File: config.mk
export PLATFORM = sky130hd
export DESIGN_NAME = lctr_regs
export DESIGN_NICKNAME = d
export VERILOG_FILES = /design/src/rtl/lctr_pkg.sv /design/src/rtl/lctr_range_if.sv /design/src/rtl/lctr_range_dec.sv /design/src/rtl/lctr_regs.sv
export SDC_FILE = /design/constraint.sdc
export NUM_CORES = 1
export LEC_CHECK = 0
export BUFFER_PORTS_ARGS = -buffer_cell sky130_fd_sc_hd__buf_2
export CORE_ASPECT_RATIO = 1.2
export CORE_UTILIZATION = 42
export CTS_BUF_LIST = sky130_fd_sc_hd__clkbuf_4 sky130_fd_sc_hd__clkbuf_8
export CTS_CLUSTER_DIAMETER = 80
export DETAILED_ROUTE_END_ITERATION = 16
export GPL_ROUTABILITY_DRIVEN = 0
export GPL_TIMING_DRIVEN = 0
export HOLD_SLACK_MARGIN = 0.03
export PLACE_DENSITY = 0.79
export REMOVE_ABC_BUFFERS = 1
export SETUP_SLACK_MARGIN = 0.05
export SYNTH_ARGS = -nofsm -noshare
export SYNTH_HDL_FRONTEND = slang
export SYNTH_SLANG_ARGS = --single-unit
File: constraint.sdc
create_clock -name clock -period 1.45 [get_ports clock]
set_input_delay 0.435 -clock clock [delete_from_list [all_inputs] [get_ports clock]]
set_output_delay 0.435 -clock clock [all_outputs]
set_load 0.01 [all_outputs]
File: src/rtl/lctr_pkg.sv
// Purpose: Shared constants for the laser current tempco register bank
// Assumes: Command codes arrive already decoded from the serial link
// Notes:   Currents are given in microamps so half-values stay integral
package lctr_pkg;

   localparam int            CMD_W             = 8;
   localparam int            DATA_W            = 16;
   localparam int            COEFF_W           = 8;
   localparam int            RNG_W             = 2;
   localparam int            CUR_W             = 16;

   // Command codes of the three registers
   localparam logic [7:0]    CMD_FIRST_ORDER   = 8'h16;
   localparam logic [7:0]    CMD_SECOND_ORDER  = 8'h17;
   localparam logic [7:0]    CMD_MOD_SETTING   = 8'h19;

   // Field positions
   localparam int            COEFF_LSB         = 0;
   localparam int            COEFF_MSB         = 7;
   localparam int            RNG_LSB           = 10;
   localparam int            RNG_MSB           = 11;

   // Reset values
   localparam logic [7:0]    COEFF_RST         = 8'h00;
   localparam logic [1:0]    RNG_RST           = 2'h0;

   // Coefficient weights as negative powers of two
   localparam int            LINEAR_WEIGHT_EXP = 13;
   localparam int            QUAD_WEIGHT_EXP   = 18;

   // Peak-to-peak full scale per range step, in microamps
   localparam logic [15:0]   MOD_STEP_UA       = 16'h2328;

   typedef enum logic {
      LCTR_FIXED_CURRENT_REGULATION,
      LCTR_APC
   } lctr_mode_e;

endpackage

File: src/rtl/lctr_range_if.sv
// Purpose: Carries the modulation range code and its decoded currents
// Assumes: One clock domain
// Notes:   Decoder output is registered
`timescale 1ns/1ps
`default_nettype none
interface lctr_range_if;
   import lctr_pkg::*;
   logic [RNG_W-1:0] range_code;
   logic [CUR_W-1:0] peak_ua;
   logic [CUR_W-1:0] avg_ua;
   modport bank (output range_code, input peak_ua, input avg_ua);
   modport dec  (input range_code, output peak_ua, output avg_ua);
endinterface
`default_nettype wire

File: src/rtl/lctr_range_dec.sv
// Purpose: Decodes the modulation range code to full-scale currents
// Assumes: Range code is stable register state
// Notes:   Average is half of peak; output lags the code by one clock
`timescale 1ns/1ps
`default_nettype none
module lctr_range_dec
   import lctr_pkg::*;
(
   input  wire logic  clock,
   input  wire logic  srst,
   lctr_range_if.dec  rng
);
   logic [CUR_W-1:0] peak_d;
   logic [CUR_W-1:0] peak_q;
   logic [CUR_W-1:0] avg_q;

   // 9, 18, 27, 36 mA as steps of one range unit
   assign peak_d = CUR_W'(({14'h0, rng.range_code} + 16'h1) * MOD_STEP_UA);

   always_ff @(posedge clock) begin
      if (srst) begin
         peak_q <= MOD_STEP_UA;
         avg_q  <= MOD_STEP_UA >> 1;
      end else begin
         peak_q <= peak_d;
         avg_q  <= peak_d >> 1;
      end
   end

   assign rng.peak_ua = peak_q;
   assign rng.avg_ua  = avg_q;
endmodule
`default_nettype wire

File: src/rtl/lctr_regs.sv
// Purpose: Tempco and modulation range registers reached by command code
// Assumes: A serial front end presents decoded command-code accesses
//          The power-control mode input is a settled level, not a pulse
// Notes:   Coefficient routing follows the power-control mode input
//          Only the loop in use sees the coefficients; the other gets zero
//          A read and a write in one access store the write and return the
//          old word, so the host must not raise both strobes together
//          Bits 9:0 of the modulation word are not held here and read zero
//
// Notes on behaviour
// - First order coefficient, bits 7:0, signed
// - Second order coefficient, low byte, signed
// - Mode 0: linear coefficient drives bias, 2^-13
// - Mode 0: quadratic coefficient drives bias, 2^-18
// - Mode 1: linear coefficient drives monitor target
// - Mode 1: quadratic coefficient drives monitor target
// - Range codes give 9/18/27/36 mA peak
// - Average full scale is half of peak
// - Code 0x17 selects second order register
// - Code 0x19 selects modulation setting register
// - Code 0x16 selects first order register
`timescale 1ns/1ps
`default_nettype none
module lctr_regs
   import lctr_pkg::*;
(
   input  wire logic                clock,
   input  wire logic                srst,
   input  wire logic [CMD_W-1:0]    cmd_code,
   input  wire logic                cmd_wr,
   input  wire logic                cmd_rd,
   input  wire logic [DATA_W-1:0]   cmd_wdata,
   output logic      [DATA_W-1:0]   cmd_rdata,
   output logic                     cmd_ack,
   output logic                     cmd_hit,
   input  wire logic                apc_en,
   output logic signed [COEFF_W-1:0] bias_linear_coeff,
   output logic signed [COEFF_W-1:0] bias_quadratic_coeff,
   output logic signed [COEFF_W-1:0] monitor_linear_coeff,
   output logic signed [COEFF_W-1:0] monitor_quadratic_coeff,
   output logic      [RNG_W-1:0]    modulation_full_scale_select,
   output logic      [CUR_W-1:0]    modulation_peak_ua,
   output logic      [CUR_W-1:0]    modulation_avg_ua,
   output logic                     apc_mode
);
   lctr_range_if rng ();

   logic [COEFF_W-1:0] first_q;
   logic [COEFF_W-1:0] second_q;
   logic [RNG_W-1:0]   range_q;
   logic [DATA_W-1:0]  rdata_d;
   logic [DATA_W-1:0]  rdata_q;
   logic               ack_q;
   logic               hit_q;
   lctr_mode_e         mode;

   logic sel_first;
   logic sel_second;
   logic sel_mod;
   logic sel_any;
   logic wr_first;
   logic wr_second;
   logic wr_mod;

   // Next values, read-back words and answer terms
   logic               req;
   logic               monitor_loop;
   logic [COEFF_W-1:0] first_d;
   logic [COEFF_W-1:0] second_d;
   logic [RNG_W-1:0]   range_d;
   logic [DATA_W-1:0]  first_word;
   logic [DATA_W-1:0]  second_word;
   logic [DATA_W-1:0]  mod_word;
   logic [DATA_W-1:0]  rdata_pick;
   logic               ack_d;
   logic               hit_d;

   // Address decode on command code
   assign sel_first  = (cmd_code == CMD_FIRST_ORDER);
   assign sel_second = (cmd_code == CMD_SECOND_ORDER);
   assign sel_mod    = (cmd_code == CMD_MOD_SETTING);
   assign sel_any    = sel_first | sel_second | sel_mod;
   assign wr_first   = cmd_wr & sel_first;
   assign wr_second  = cmd_wr & sel_second;
   assign wr_mod     = cmd_wr & sel_mod;

   // Writes keep only the defined field of the word
   assign first_d    = cmd_wdata[COEFF_MSB:COEFF_LSB];
   assign second_d   = cmd_wdata[COEFF_MSB:COEFF_LSB];
   assign range_d    = cmd_wdata[RNG_MSB:RNG_LSB];

   // Read-back words; reserved positions are tied to zero
   // The nominal setting below the range field has no storage here
   assign first_word  = {{(DATA_W-COEFF_W){1'b0}}, first_q};
   assign second_word = {{(DATA_W-COEFF_W){1'b0}}, second_q};
   assign mod_word    = {{(DATA_W-RNG_MSB-1){1'b0}}, range_q, {RNG_LSB{1'b0}}};

   // Every access is answered, a hit only on a mapped code
   assign req         = cmd_rd | cmd_wr;
   assign ack_d       = req;
   assign hit_d       = req & sel_any;

   // Read data is gated per bit, so a write answers with all zeros
   for (genvar b = 0; b < DATA_W; b++) begin : g_rbit
      assign rdata_pick[b] = cmd_rd & rdata_d[b];
   end

   // Upper bits are dropped on write and read back as zero
   always_comb begin
      if (sel_first) begin
         rdata_d = first_word;
      end else if (sel_second) begin
         rdata_d = second_word;
      end else if (sel_mod) begin
         rdata_d = mod_word;
      end else begin
         rdata_d = 16'h0000;
      end
   end

   // Each field register is written only by its own command code
   always_ff @(posedge clock) begin
      if (srst) begin
         first_q <= COEFF_RST;
      end else if (wr_first) begin
         first_q <= first_d;
      end
   end

   always_ff @(posedge clock) begin
      if (srst) begin
         second_q <= COEFF_RST;
      end else if (wr_second) begin
         second_q <= second_d;
      end
   end

   always_ff @(posedge clock) begin
      if (srst) begin
         range_q <= RNG_RST;
      end else if (wr_mod) begin
         range_q <= range_d;
      end
   end

   // Read data stands for the ack cycle only
   always_ff @(posedge clock) begin
      if (srst) begin
         rdata_q <= 16'h0000;
      end else begin
         rdata_q <= rdata_pick;
      end
   end

   // One ack per access keeps the host's count of answers exact
   always_ff @(posedge clock) begin
      if (srst) begin
         ack_q <= 1'b0;
      end else begin
         ack_q <= ack_d;
      end
   end

   // Hit is low for an unmapped code so the host can spot a bad command
   always_ff @(posedge clock) begin
      if (srst) begin
         hit_q <= 1'b0;
      end else begin
         hit_q <= hit_d;
      end
   end

   assign cmd_rdata = rdata_q;
   assign cmd_ack   = ack_q;
   assign cmd_hit   = hit_q;

   // Mode picks which current loop sees the coefficients; the idle loop
   // gets zero so it never applies a stale slope.
   assign mode         = apc_en ? LCTR_APC : LCTR_FIXED_CURRENT_REGULATION;
   assign monitor_loop = (mode == LCTR_APC);
   assign apc_mode     = monitor_loop;

   always_comb begin
      bias_linear_coeff       = '0;
      bias_quadratic_coeff    = '0;
      monitor_linear_coeff    = '0;
      monitor_quadratic_coeff = '0;
      case (mode)
         LCTR_FIXED_CURRENT_REGULATION: begin
            bias_linear_coeff    = signed'(first_q);
            bias_quadratic_coeff = signed'(second_q);
         end
         LCTR_APC: begin
            monitor_linear_coeff    = signed'(first_q);
            monitor_quadratic_coeff = signed'(second_q);
         end
         default: begin
            bias_linear_coeff       = '0;
            bias_quadratic_coeff    = '0;
            monitor_linear_coeff    = '0;
            monitor_quadratic_coeff = '0;
         end
      endcase
   end

   assign rng.range_code               = range_q;
   assign modulation_full_scale_select = range_q;

   // Full-scale currents are registered in the decoder, so they trail a
   // range write by one clock; a reader of the currents must allow for it.
   // The extra stage keeps the multiply off the register read path.
   lctr_range_dec u_range_dec (
      .clock (clock),
      .srst  (srst),
      .rng   (rng)
   );

   assign modulation_peak_ua = rng.peak_ua;
   assign modulation_avg_ua  = rng.avg_ua;
endmodule
`default_nettype wire

# Word-level counts from Yosys, hierarchy flattened
# Cells that the tools add are included.
# word_totals
input_bits	29
wordCells	45
out_inout_bits	85
register_bits	55
# op_classes
n_addsub	1
n_bitwise	23
eq_ne	3
n_mux	8
n_mul	1
# op_table
cell	count
$mux W8	4
$eq A8 B5 Y1 const B	3
$mux W12	2
$and A1 B1 Y1	20
$mul A16 B11 Y13 const B	1
$mux W16	1
$add A2 B1 Y3 const B	1
$or A1 B1 Y1	3
$mux W1	1

# Longest topological paths before layout
# Gate-level depths: netlist (run 1).
# depth
ltp_word	5
depth_mapped	5
ltp_nobuf	5

# By module
# From an unflattened synthesis (run 1), not the netlist that was laid out.
# unflattened
hier_cells	219
area_unflattened_um2	2087.0
# by_module_without_submodules
module	n_inst	area_each_um2	cells_per_inst
lctr_regs	1	1512.7	161
lctr_range_dec	1	574.3	58

# Worst setup path before layout (run 1)
# OpenSTA, ideal clock, no wires.
# synth_path
path_type	input-to-reg
start	input port cmd_code[5]
end	register first_q[0]
arrival_time_ns	1.491
required_ns	1.378
cell_stages	4
slack_ns	-0.113
path_buffers	1
path_cell_list	or4b_4 -> nor3b_2 -> buf_6 -> mux2i_1
# synth_via
elab_chain_cells	2
# synth_rtl
item	line	rtl
start, declared	lctr_regs.sv:29	input wire logic [CMD_W-1:0] cmd_code,
$eq A8 B5 Y1	lctr_regs.sv:79	assign sel_first = (cmd_code == CMD_FIRST_ORDER);
$and A1 B1 Y1	lctr_regs.sv:83	assign wr_first = cmd_wr & sel_first;
end signal, assigned	lctr_regs.sv:126	first_q <= first_d;
end, declared	lctr_regs.sv:48	logic [COEFF_W-1:0] first_q;
# No other way between the ends.
# A chain may end at the register's enable or synchronous reset.

# Final worst setup path (run 1)
# layout_path
start	input port cmd_code[7]
end	register first_q[2]
# The elaborated chain is that of the path after synthesis.

==> metrics.cfg, run 1 <==
[timing]
clock_skew_ps = 1.20
tns_ps = -38.6
setup_viol = 6
period_needed_ps = 1470
setup_slack_ps = -23.4
hold_viol = 0
fmax_ghz = 0.679
finalMaxSlewViolations = 0
worstMarginPinSlew_ps = 558
max_slew_margin_pct = 62.8
min_period_over_period_pct = 102
rsz0062_at_grt = yes

[hold_path]
hp-start = cmd_wdata[11]
hp-class = input port to flip-flop
whs_endpoint = modulation_full_scale_select[1]
whs_path_depth = 3

[final_layout]
synthToLayoutAreaGrowth_pct = 27.9
fill_cells = 426
diodes = 0
layout.cells.non_filler = 353
drive_above_1_share_pct = 45.1
final_core_util_pct = 56.9
final_nets = 330

[floorplanning]
die_w_um = 66.4
dieArea_sq_mm = 0.00526
dieHeight_um = 79.2
io_pins = 114
rows = 27
start_util_pct = 44.5
core_sq_mm = 0.00470

[clocking]
htreeDepth = 2
clock_sinks = 40
cts_tree = yes
clk_pin_slew_ps = 70
cts-root-buf = clkbuf_8
ctsHoldBuffers = 0
clk_path_buf_depth = 2
cts_made_buffers = 5
clk_latency_ps = 280

[route]
wl_per_cell_um = 11.7
route.detailed.drc = 0
detail_route.vias_per_cell = 4.56
drt-pass1-iter-count = 4
postRouteWirelength_mm = 4.13
via_count = 1611
drt_iter0_drc = 88
ant_nets = 0

[setup_path]
critical_path_class = input port to flip-flop
crit_fanout = 4
r2r_cells = 5
cp_slowest_cell = or4b_4
crit_path_cell_trace = buf_6 > or4b_4 > nor3b_4 > buf_6 > mux2i_1
worstPathArrival_ps = 1680
cp-end-kind = flip-flop
cpMostUsedCell = buf_6
reg2reg_from = modulation_full_scale_select[0]
slowest_delay_ps = 570
crit_required_ps = 1660
reg2reg_slack_ps = 140
rr_endpoint = u_range_dec.rng.peak_ua[10]
cp-start-kind = input port

[placement]
dp_hpwl_mm = 2.87
numPlacedInstances = 340
numPortBuffers = 95
place_ws_ps = -830

[grt]
grt_first_pass_wirelength_mm = 6.51
grt_max_degree = 38
antenna_found_initial = 0
grt.overflow.total = 0
grt_pass1_vias = 1422
groute.usage.overall_pct = 16.5

[logic_synthesis]
synth.avg_cell_area_sq_um = 9.76
syn_area_sq_mm = 0.00209
synth_cell_types = 32
yosysSeqAreaShare_pct = 38.3
ys_seq_elements = 40
synthFlopType = dfxtp_1
ys_warn_count = 0
synth_top_area_cell = dfxtp_1
synthTopCellsByArea = dfxtp_1 (38%), mux2i_1 (12%), buf_4 (10%), nand2b_1 (7.8%), nor2b_1 (5.7%)
synth-edff-count = 0
async_flop_share_pct = 0
syn_inst = 214
synth.top_cell.area_share_pct = 38.3

[pwr]
p_total_mw = 2.22
leakagePower_nw = 1.36
ir_drop_uv = 476
powerDensity_mw_per_mm2 = 830

[run]
cap_violations = 0

[outcome]
outcome = finished, violations left
violations = setup timing

## synthesized netlist by cell type, types with 2 or more instances
cell type  number
dfxtp_1        40
buf_4          29
nand2b_1       26
mux2i_1        25
nor2b_1        19
and2_1         18
nor2_1         13
clkbuf_1        7
ha_1            7
inv_1           3
a21oi_1         2
nand4_1         2
nand4b_1        2
o31ai_1         2
xnor2_1         2
## through the flow
stage	area (sq um)	hold WS, ps
floorplan	1870	464
detailed placement	2420	486
global placement	2420	482
finish	2670	406
global route	2670	403
CTS	2630	404
## power by group
group          switching (mW)  internal, mW  total, mW
clock network           0.367         0.607      0.974
logic                  0.0824        0.0617      0.144
registers             0.00119          1.10       1.10
## registers in the layout, indices dropped and copies added (netlist names)
register                      count
cmd_hit                           1
second_q                          8
modulation_full_scale_select      2
first_q                           8
u_range_dec.rng.peak_ua          10
cmd_rdata                        10
cmd_ack                           1
## routing by layer
layer | wire [um] | GRT usage (%)
met1 | 1680 | 16.9
met2 | 2160 | 31.3
met3 | 262 | 5.32
met4 | 22 | 4.26
met5 | 0 | 0
## cells in the final DEF (no fill, tap or decap), types with 2 or more instances in the layout
master,count
buf_2,92
nand2b_1,26
mux2i_1,25
dfxtp_1,25
nor2b_1,18
and2_1,18
nor2_1,13
dfxtp_2,13
conb_1,12
clkbuf_8,7
ha_1,6
buf_6,4
inv_1,3
buf_4,3
nor4b_4,2
nand4_1,2
a21oi_1,2
nand4b_1,2
xnor2_1,2
dfxtp_4,2
## logic make-up after synthesis
group / after synthesis / share of synthesized area (%)
multiplexers: 25 / 12.0
AND/OR/NAND/NOR: 90 / 28.6
flip-flops: 40 / 38.3
adder cells (fa/ha/maj): 7 / 4.19
AO/OA/AOI/OAI: 7 / 2.46
other: 1 / 0.180
XOR/XNOR: 3 / 1.26
buffers and inverters: 41 / 13.0
## critical path, delay by kind of cell
| family | cells | cell delay (ps) |
|---|---|---|
| multiplexers | 1 | 180 |
| buffers and inverters | 2 | 260 |
| AND/OR/NAND/NOR | 2 | 810 |
## cell type report
cell class	instances	area, sq um	area share (%)
Clock buffer	7	96.3	3.61
Clock inverter	1	30.0	1.12
Timing Repair Buffer	100	543	20.3
Sequential cell	40	825	30.9
Inverter	3	11.3	0.422
Multi-Input combinational cell	144	1090	40.9
Tap cell	58	72.6	2.72
## worst max path at each step
| stage | startpoint | end | slack [ps] | depth (start not counted) |
|---|---|---|---|---|
| 2_1_floorplan | cmd_code[5] | first_q[0] | -400 | 3 |
| 3_3_place_gp | cmd_code[5] | first_q[5] | -800 | 4 |
| 3_5_place_dp | cmd_code[5] | first_q[2] | -830 | 4 |
| 4_1_cts | cmd_code[6] | first_q[2] | -20 | 5 |
| 5_1_grt | cmd_code[7] | first_q[1] | -30 | 5 |
| 6_report | cmd_code[7] | first_q[2] | -20 | 5 |
## timing repair
action | 4_1_cts | 5_1_grt
gates resized for setup | 14 | 17
setup buffers | 4 | 1
endpoints found under the hold margin | 0 | 0
pin swaps | 4 | 3
endpoints found under the setup margin | 54 | 40
(Power assumes the default switching activity.)
==> inputs of run 2 (changes only) <==
Settings changed: CORE_UTILIZATION 42 to 35, PLACE_DENSITY 0.79 to 0.68, SLEW_MARGIN from default to 0.
==> metrics.cfg, run 2 (synthesized netlist as in run 1, its figures left out) <==
[setup_path]
worstSetupStartpoint = cmd_code[7]
reg2reg_slack_ps = 140
slowest_delay_ps = 550
crit_path_cell_trace = buf_8 > or4b_4 > nor3b_4 > buf_12 > mux2i_1
reg2reg_from = modulation_full_scale_select[1]
crit_fanout = 8
crit_buf_inv = 2
cp_slowest_cell = or4b_4
critical_path_class = input port to flip-flop
cp-start-kind = input port
crit_required_ps = 1660
cp_top_family = simple AND/OR/NAND/NOR gates
cp-end-kind = flip-flop
worstPathArrival_ps = 1670

[pwr]
switching_power_mw = 0.439
swShare_pct = 21.6
comb_power_share_pct = 7.7
p_int_mw = 1.59
p_seq_share_pct = 54.2
leakagePower_nw = 1.36
ir_drop_uv = 300
clockPowerShare_pct = 38.1
powerDensity_mw_per_mm2 = 749

[grt]
grt_first_pass_wirelength_mm = 6.49
grt_max_degree = 38
antenna_found_initial = 0
groute.usage.overall_pct = 13.7
grt_pass1_vias = 1366
grt.overflow.total = 0

[final_layout]
final_common_cell = buf_2
drive_above_1_share_pct = 44.9
synthToLayoutAreaGrowth_pct = 29.8
diodes = 0
seqCellArea_sq_um = 821
layout.cells.non_filler = 376
mostFrequentLayoutCells = buf_2 (92), nand2b_1 (26), dfxtp_1 (26)
multi_input_area_sq_mm = 0.00111
fill_cells = 563
final_nets = 332

[timing]
min_period_over_period_pct = 101
rsz0062_at_grt = yes
max_slew_margin_pct = 61.5
setup_slack_ps = -11.1
hold_viol = 0
period_needed_ps = 1460
clock_skew_ps = 2.09
tns_ps = -20.8
finalMaxSlewViolations = 0
setup_viol = 3
fmax_ghz = 0.684
worstMarginPinSlew_ps = 577

[floorplanning]
io_pins = 114
start_util_pct = 36.6
rows = 30
dieArea_sq_mm = 0.00628
core_sq_mm = 0.00571
die_w_um = 72.5
dieHeight_um = 86.6

[route]
via_count = 1604
postRouteWirelength_mm = 4.32
drt_iter0_drc = 61
detail_route.vias_per_cell = 4.27
drt-pass1-iter-count = 4
route.detailed.drc = 0
wl_per_cell_um = 11.5
ant_nets = 0

[clocking]
clk_pin_slew_ps = 70
cts-root-buf = clkbuf_8
clock_sinks = 40
ctsHoldBuffers = 0
htreeDepth = 2
clk_latency_ps = 280
cts_made_buffers = 5
clk_path_buf_depth = 2
cts_tree = yes

[hold_path]
hp-start = cmd_wdata[10]
hp-class = input port to flip-flop

[outcome]
outcome = finished, violations left
violations = setup timing

[run]
cap_violations = 0

[placement]
numPortBuffers = 95
numPlacedInstances = 362
dp_hpwl_mm = 2.95

[run 2: routing by layer]
layer / wire, um / global-route usage (%) / part of all wire, % / vias up
li1: - / - / - / 821
met1: 1800 / 14.6 / 42 / 704
met2: 2170 / 25.1 / 50 / 74
met3: 299 / 4.07 / 6.9 / 5
met4: 53 / 4.81 / 1.2 / 0
met5: 0 / 0 / 0 / -
[run 2: worst min-delay path, stage by stage]
cell and delay, ps:
buf_2 100, nand4_1 60, a21oi_1 60
[run 2: layout make-up]
class                           count  share of cell area (%)
Multi-Input combinational cell    144                    41.0
Clock buffer                        7                    3.55
Sequential cell                    40                    30.3
Timing Repair Buffer              102                    21.1
Tap cell                           80                    3.69
Inverter                            3                   0.416
[run 2: stage by stage]
stage          utilization, %  area [sq um]  hold WS (ps)  worst slack, ps  power, mW
2_1_floorplan               -          1870           464             -396       1.18
3_3_place_gp             42.9          2440           483             -851       1.26
3_5_place_dp             42.9          2440           489             -878       1.26
4_1_cts                  46.1          2630           398            -5.40       2.05
5_1_grt                  47.5          2710           407            -42.9       2.11
6_report                 47.5          2710           408            -11.1       2.03
[run 2: final timing paths]
path | to | cells past startpoint
max | first_q[0] | 5
min | modulation_full_scale_select[0] | 3
max reg2reg | u_range_dec.rng.peak_ua[10] | 5
min reg2reg | first_q[6] | 2
[run 2: power groups by stage]
| stage | Sequential (mW) | Clock (mW) | Combinational [mW] |
|---|---|---|---|
| 4_1_cts | 1.10 | 0.808 | 0.147 |
| 3_3_place_gp | 1.13 | 0 | 0.132 |
| 6_report | 1.10 | 0.774 | 0.156 |
| 2_1_floorplan | 1.13 | 0 | 0.0540 |
| 3_5_place_dp | 1.13 | 0 | 0.134 |
| 5_1_grt | 1.10 | 0.841 | 0.172 |
[run 2: what timing repair did]
item,CTS,global route
endpoints found under the setup margin,54,44
pin swaps,4,4
gates resized for setup,13,18
setup buffers,4,3
==> inputs of run 3 (changes only) <==
Settings changed: GPL_TIMING_DRIVEN 0 to 1, RECOVER_POWER from default to 100.
==> metrics.cfg, run 3 (synthesized netlist as in run 1, its figures left out) <==
[outcome]
outcome = complete, no violations

[floorplanning]
start_util_pct = 36.6
rows = 30
dieHeight_um = 86.6
io_pins = 114
core_sq_mm = 0.00571
die_w_um = 72.5
dieArea_sq_mm = 0.00628

[setup_path]
critical_path_class = input port to flip-flop
cp-start-kind = input port
cp_slowest_cell = or4b_4
slowest_delay_ps = 540
crit_fanout = 4
cp_top_family = simple AND/OR/NAND/NOR gates
crit_required_ps = 1660
worstPathArrival_ps = 1650
crit_buf_inv = 2
cp-end-kind = flip-flop
crit_path_cell_trace = buf_2 > or4b_4 > nor3b_4 > buf_4 > mux2i_1

[final_layout]
diodes = 0
final_common_cell = buf_2
final_area_sq_mm = 0.00270
final_core_util_pct = 47.3
final_nets = 345
synthToLayoutAreaGrowth_pct = 29.2
drive_above_1_share_pct = 33.5
mostFrequentLayoutCells = buf_2 (51), clkbuf_1 (43), dfxtp_1 (27)

[route]
ant_nets = 0
route.detailed.drc = 0
drt-pass1-iter-count = 4
postRouteWirelength_mm = 4.30
via_count = 1651
wl_per_cell_um = 11.0
detail_route.vias_per_cell = 4.23
drt_iter0_drc = 35

[clocking]
clk_pin_slew_ps = 80
clock_sinks = 40
ctsHoldBuffers = 0
clk_path_buf_depth = 2
clk_latency_ps = 280
htreeDepth = 2
cts_tree = yes
cts_made_buffers = 5
cts-root-buf = clkbuf_8

[grt]
groute.usage.overall_pct = 13.3
gr-usage-met1_pct = 14.2
grt.overflow.total = 0
met3_usage_pct = 3.60
grt_max_degree = 34
grt_pass1_vias = 1404
antenna_found_initial = 0
grt_first_pass_wirelength_mm = 6.44
gr-max-usage-layer = met2
use_met2_pct = 24.6

[pwr]
leakagePower_nw = 1.26
powerDensity_mw_per_mm2 = 758
ir_drop_uv = 309

[timing]
worstMarginPinSlew_ps = 667
max_slew_margin_pct = 55.5
hold_viol = 0
period_needed_ps = 1440
clock_skew_ps = 7.36
min_period_over_period_pct = 99.3
finalMaxSlewViolations = 0
setup_viol = 0
fmax_ghz = 0.695
rsz0062_at_grt = yes
tns_ps = 0

[run]
cap_violations = 0

[placement]
placed_cell_area_sq_mm = 0.00259
numPortBuffers = 95
dp_hpwl_mm = 3.26

[hold_path]
hp-class = input port to flip-flop

-- run 3: cell types whose count changed in the layout (fill, tap and decap cells not counted), sizes merged --
cell    before  now
clkbuf       7   54
buf        102   69
-- run 3: metal layers --
metal,vias up,part of all wire [%]
met5,-,0
met4,0,0.88
met3,5,7.3
met2,76,50
met1,728,42
li1,842,-
-- run 3: final cells by class --
cell class / count / area, sq um
timing repair buffer: 115 / 578
clock buffer: 8 / 97.6
inverter: 3 / 11.3
fill: 582 / 3010
tap: 80 / 100
sequential: 40 / 820
multi-input combinational: 144 / 1090
-- run 3: where the power goes --
group          internal [mW]  switching (mW)  leakage, nW
Sequential              1.10         0.00120        0.330
Combinational         0.0747          0.0871        0.878
Clock                  0.426           0.359       0.0523
-- run 3: repair_timing --
action                                  CTS  global route
endpoints found under the setup margin   44            40
cloned                                    0             0
resized for setup                         4            22
pin swaps                                 0             2
buffers inserted                          0             1
-- run 3: final timing paths --
check,start,end,slack (ps),cells after the start
hold / removal,cmd_wdata[10],modulation_full_scale_select[0],420,3
hold reg to reg,first_q[4],first_q[4],480,2
setup / recovery,cmd_code[7],first_q[6],10,5
setup reg to reg,modulation_full_scale_select[1],u_range_dec.rng.peak_ua[12],80,4
-- run 3: worst register-to-register path: cells and delay by family, from the launching register on --
family / cells / cell delay [ps]
AO/OA/AOI/OAI: 1 / 260
adder cells (fa/ha/maj): 1 / 330
buffers and inverters: 1 / 110
flip-flops: 1 / 410
AND/OR/NAND/NOR: 1 / 170
-- run 3: per-stage QoR --
stage	hold WS, ps	worst slack (ps)	power, mW	cells
after CTS	412	31.4	2.07	389
final	415	10.2	2.05	390
after global placement	484	-262	1.28	382
after detailed placement	495	-284	1.28	382
after floorplan	464	-396	1.18	187
after global routing	420	-18.9	2.13	390
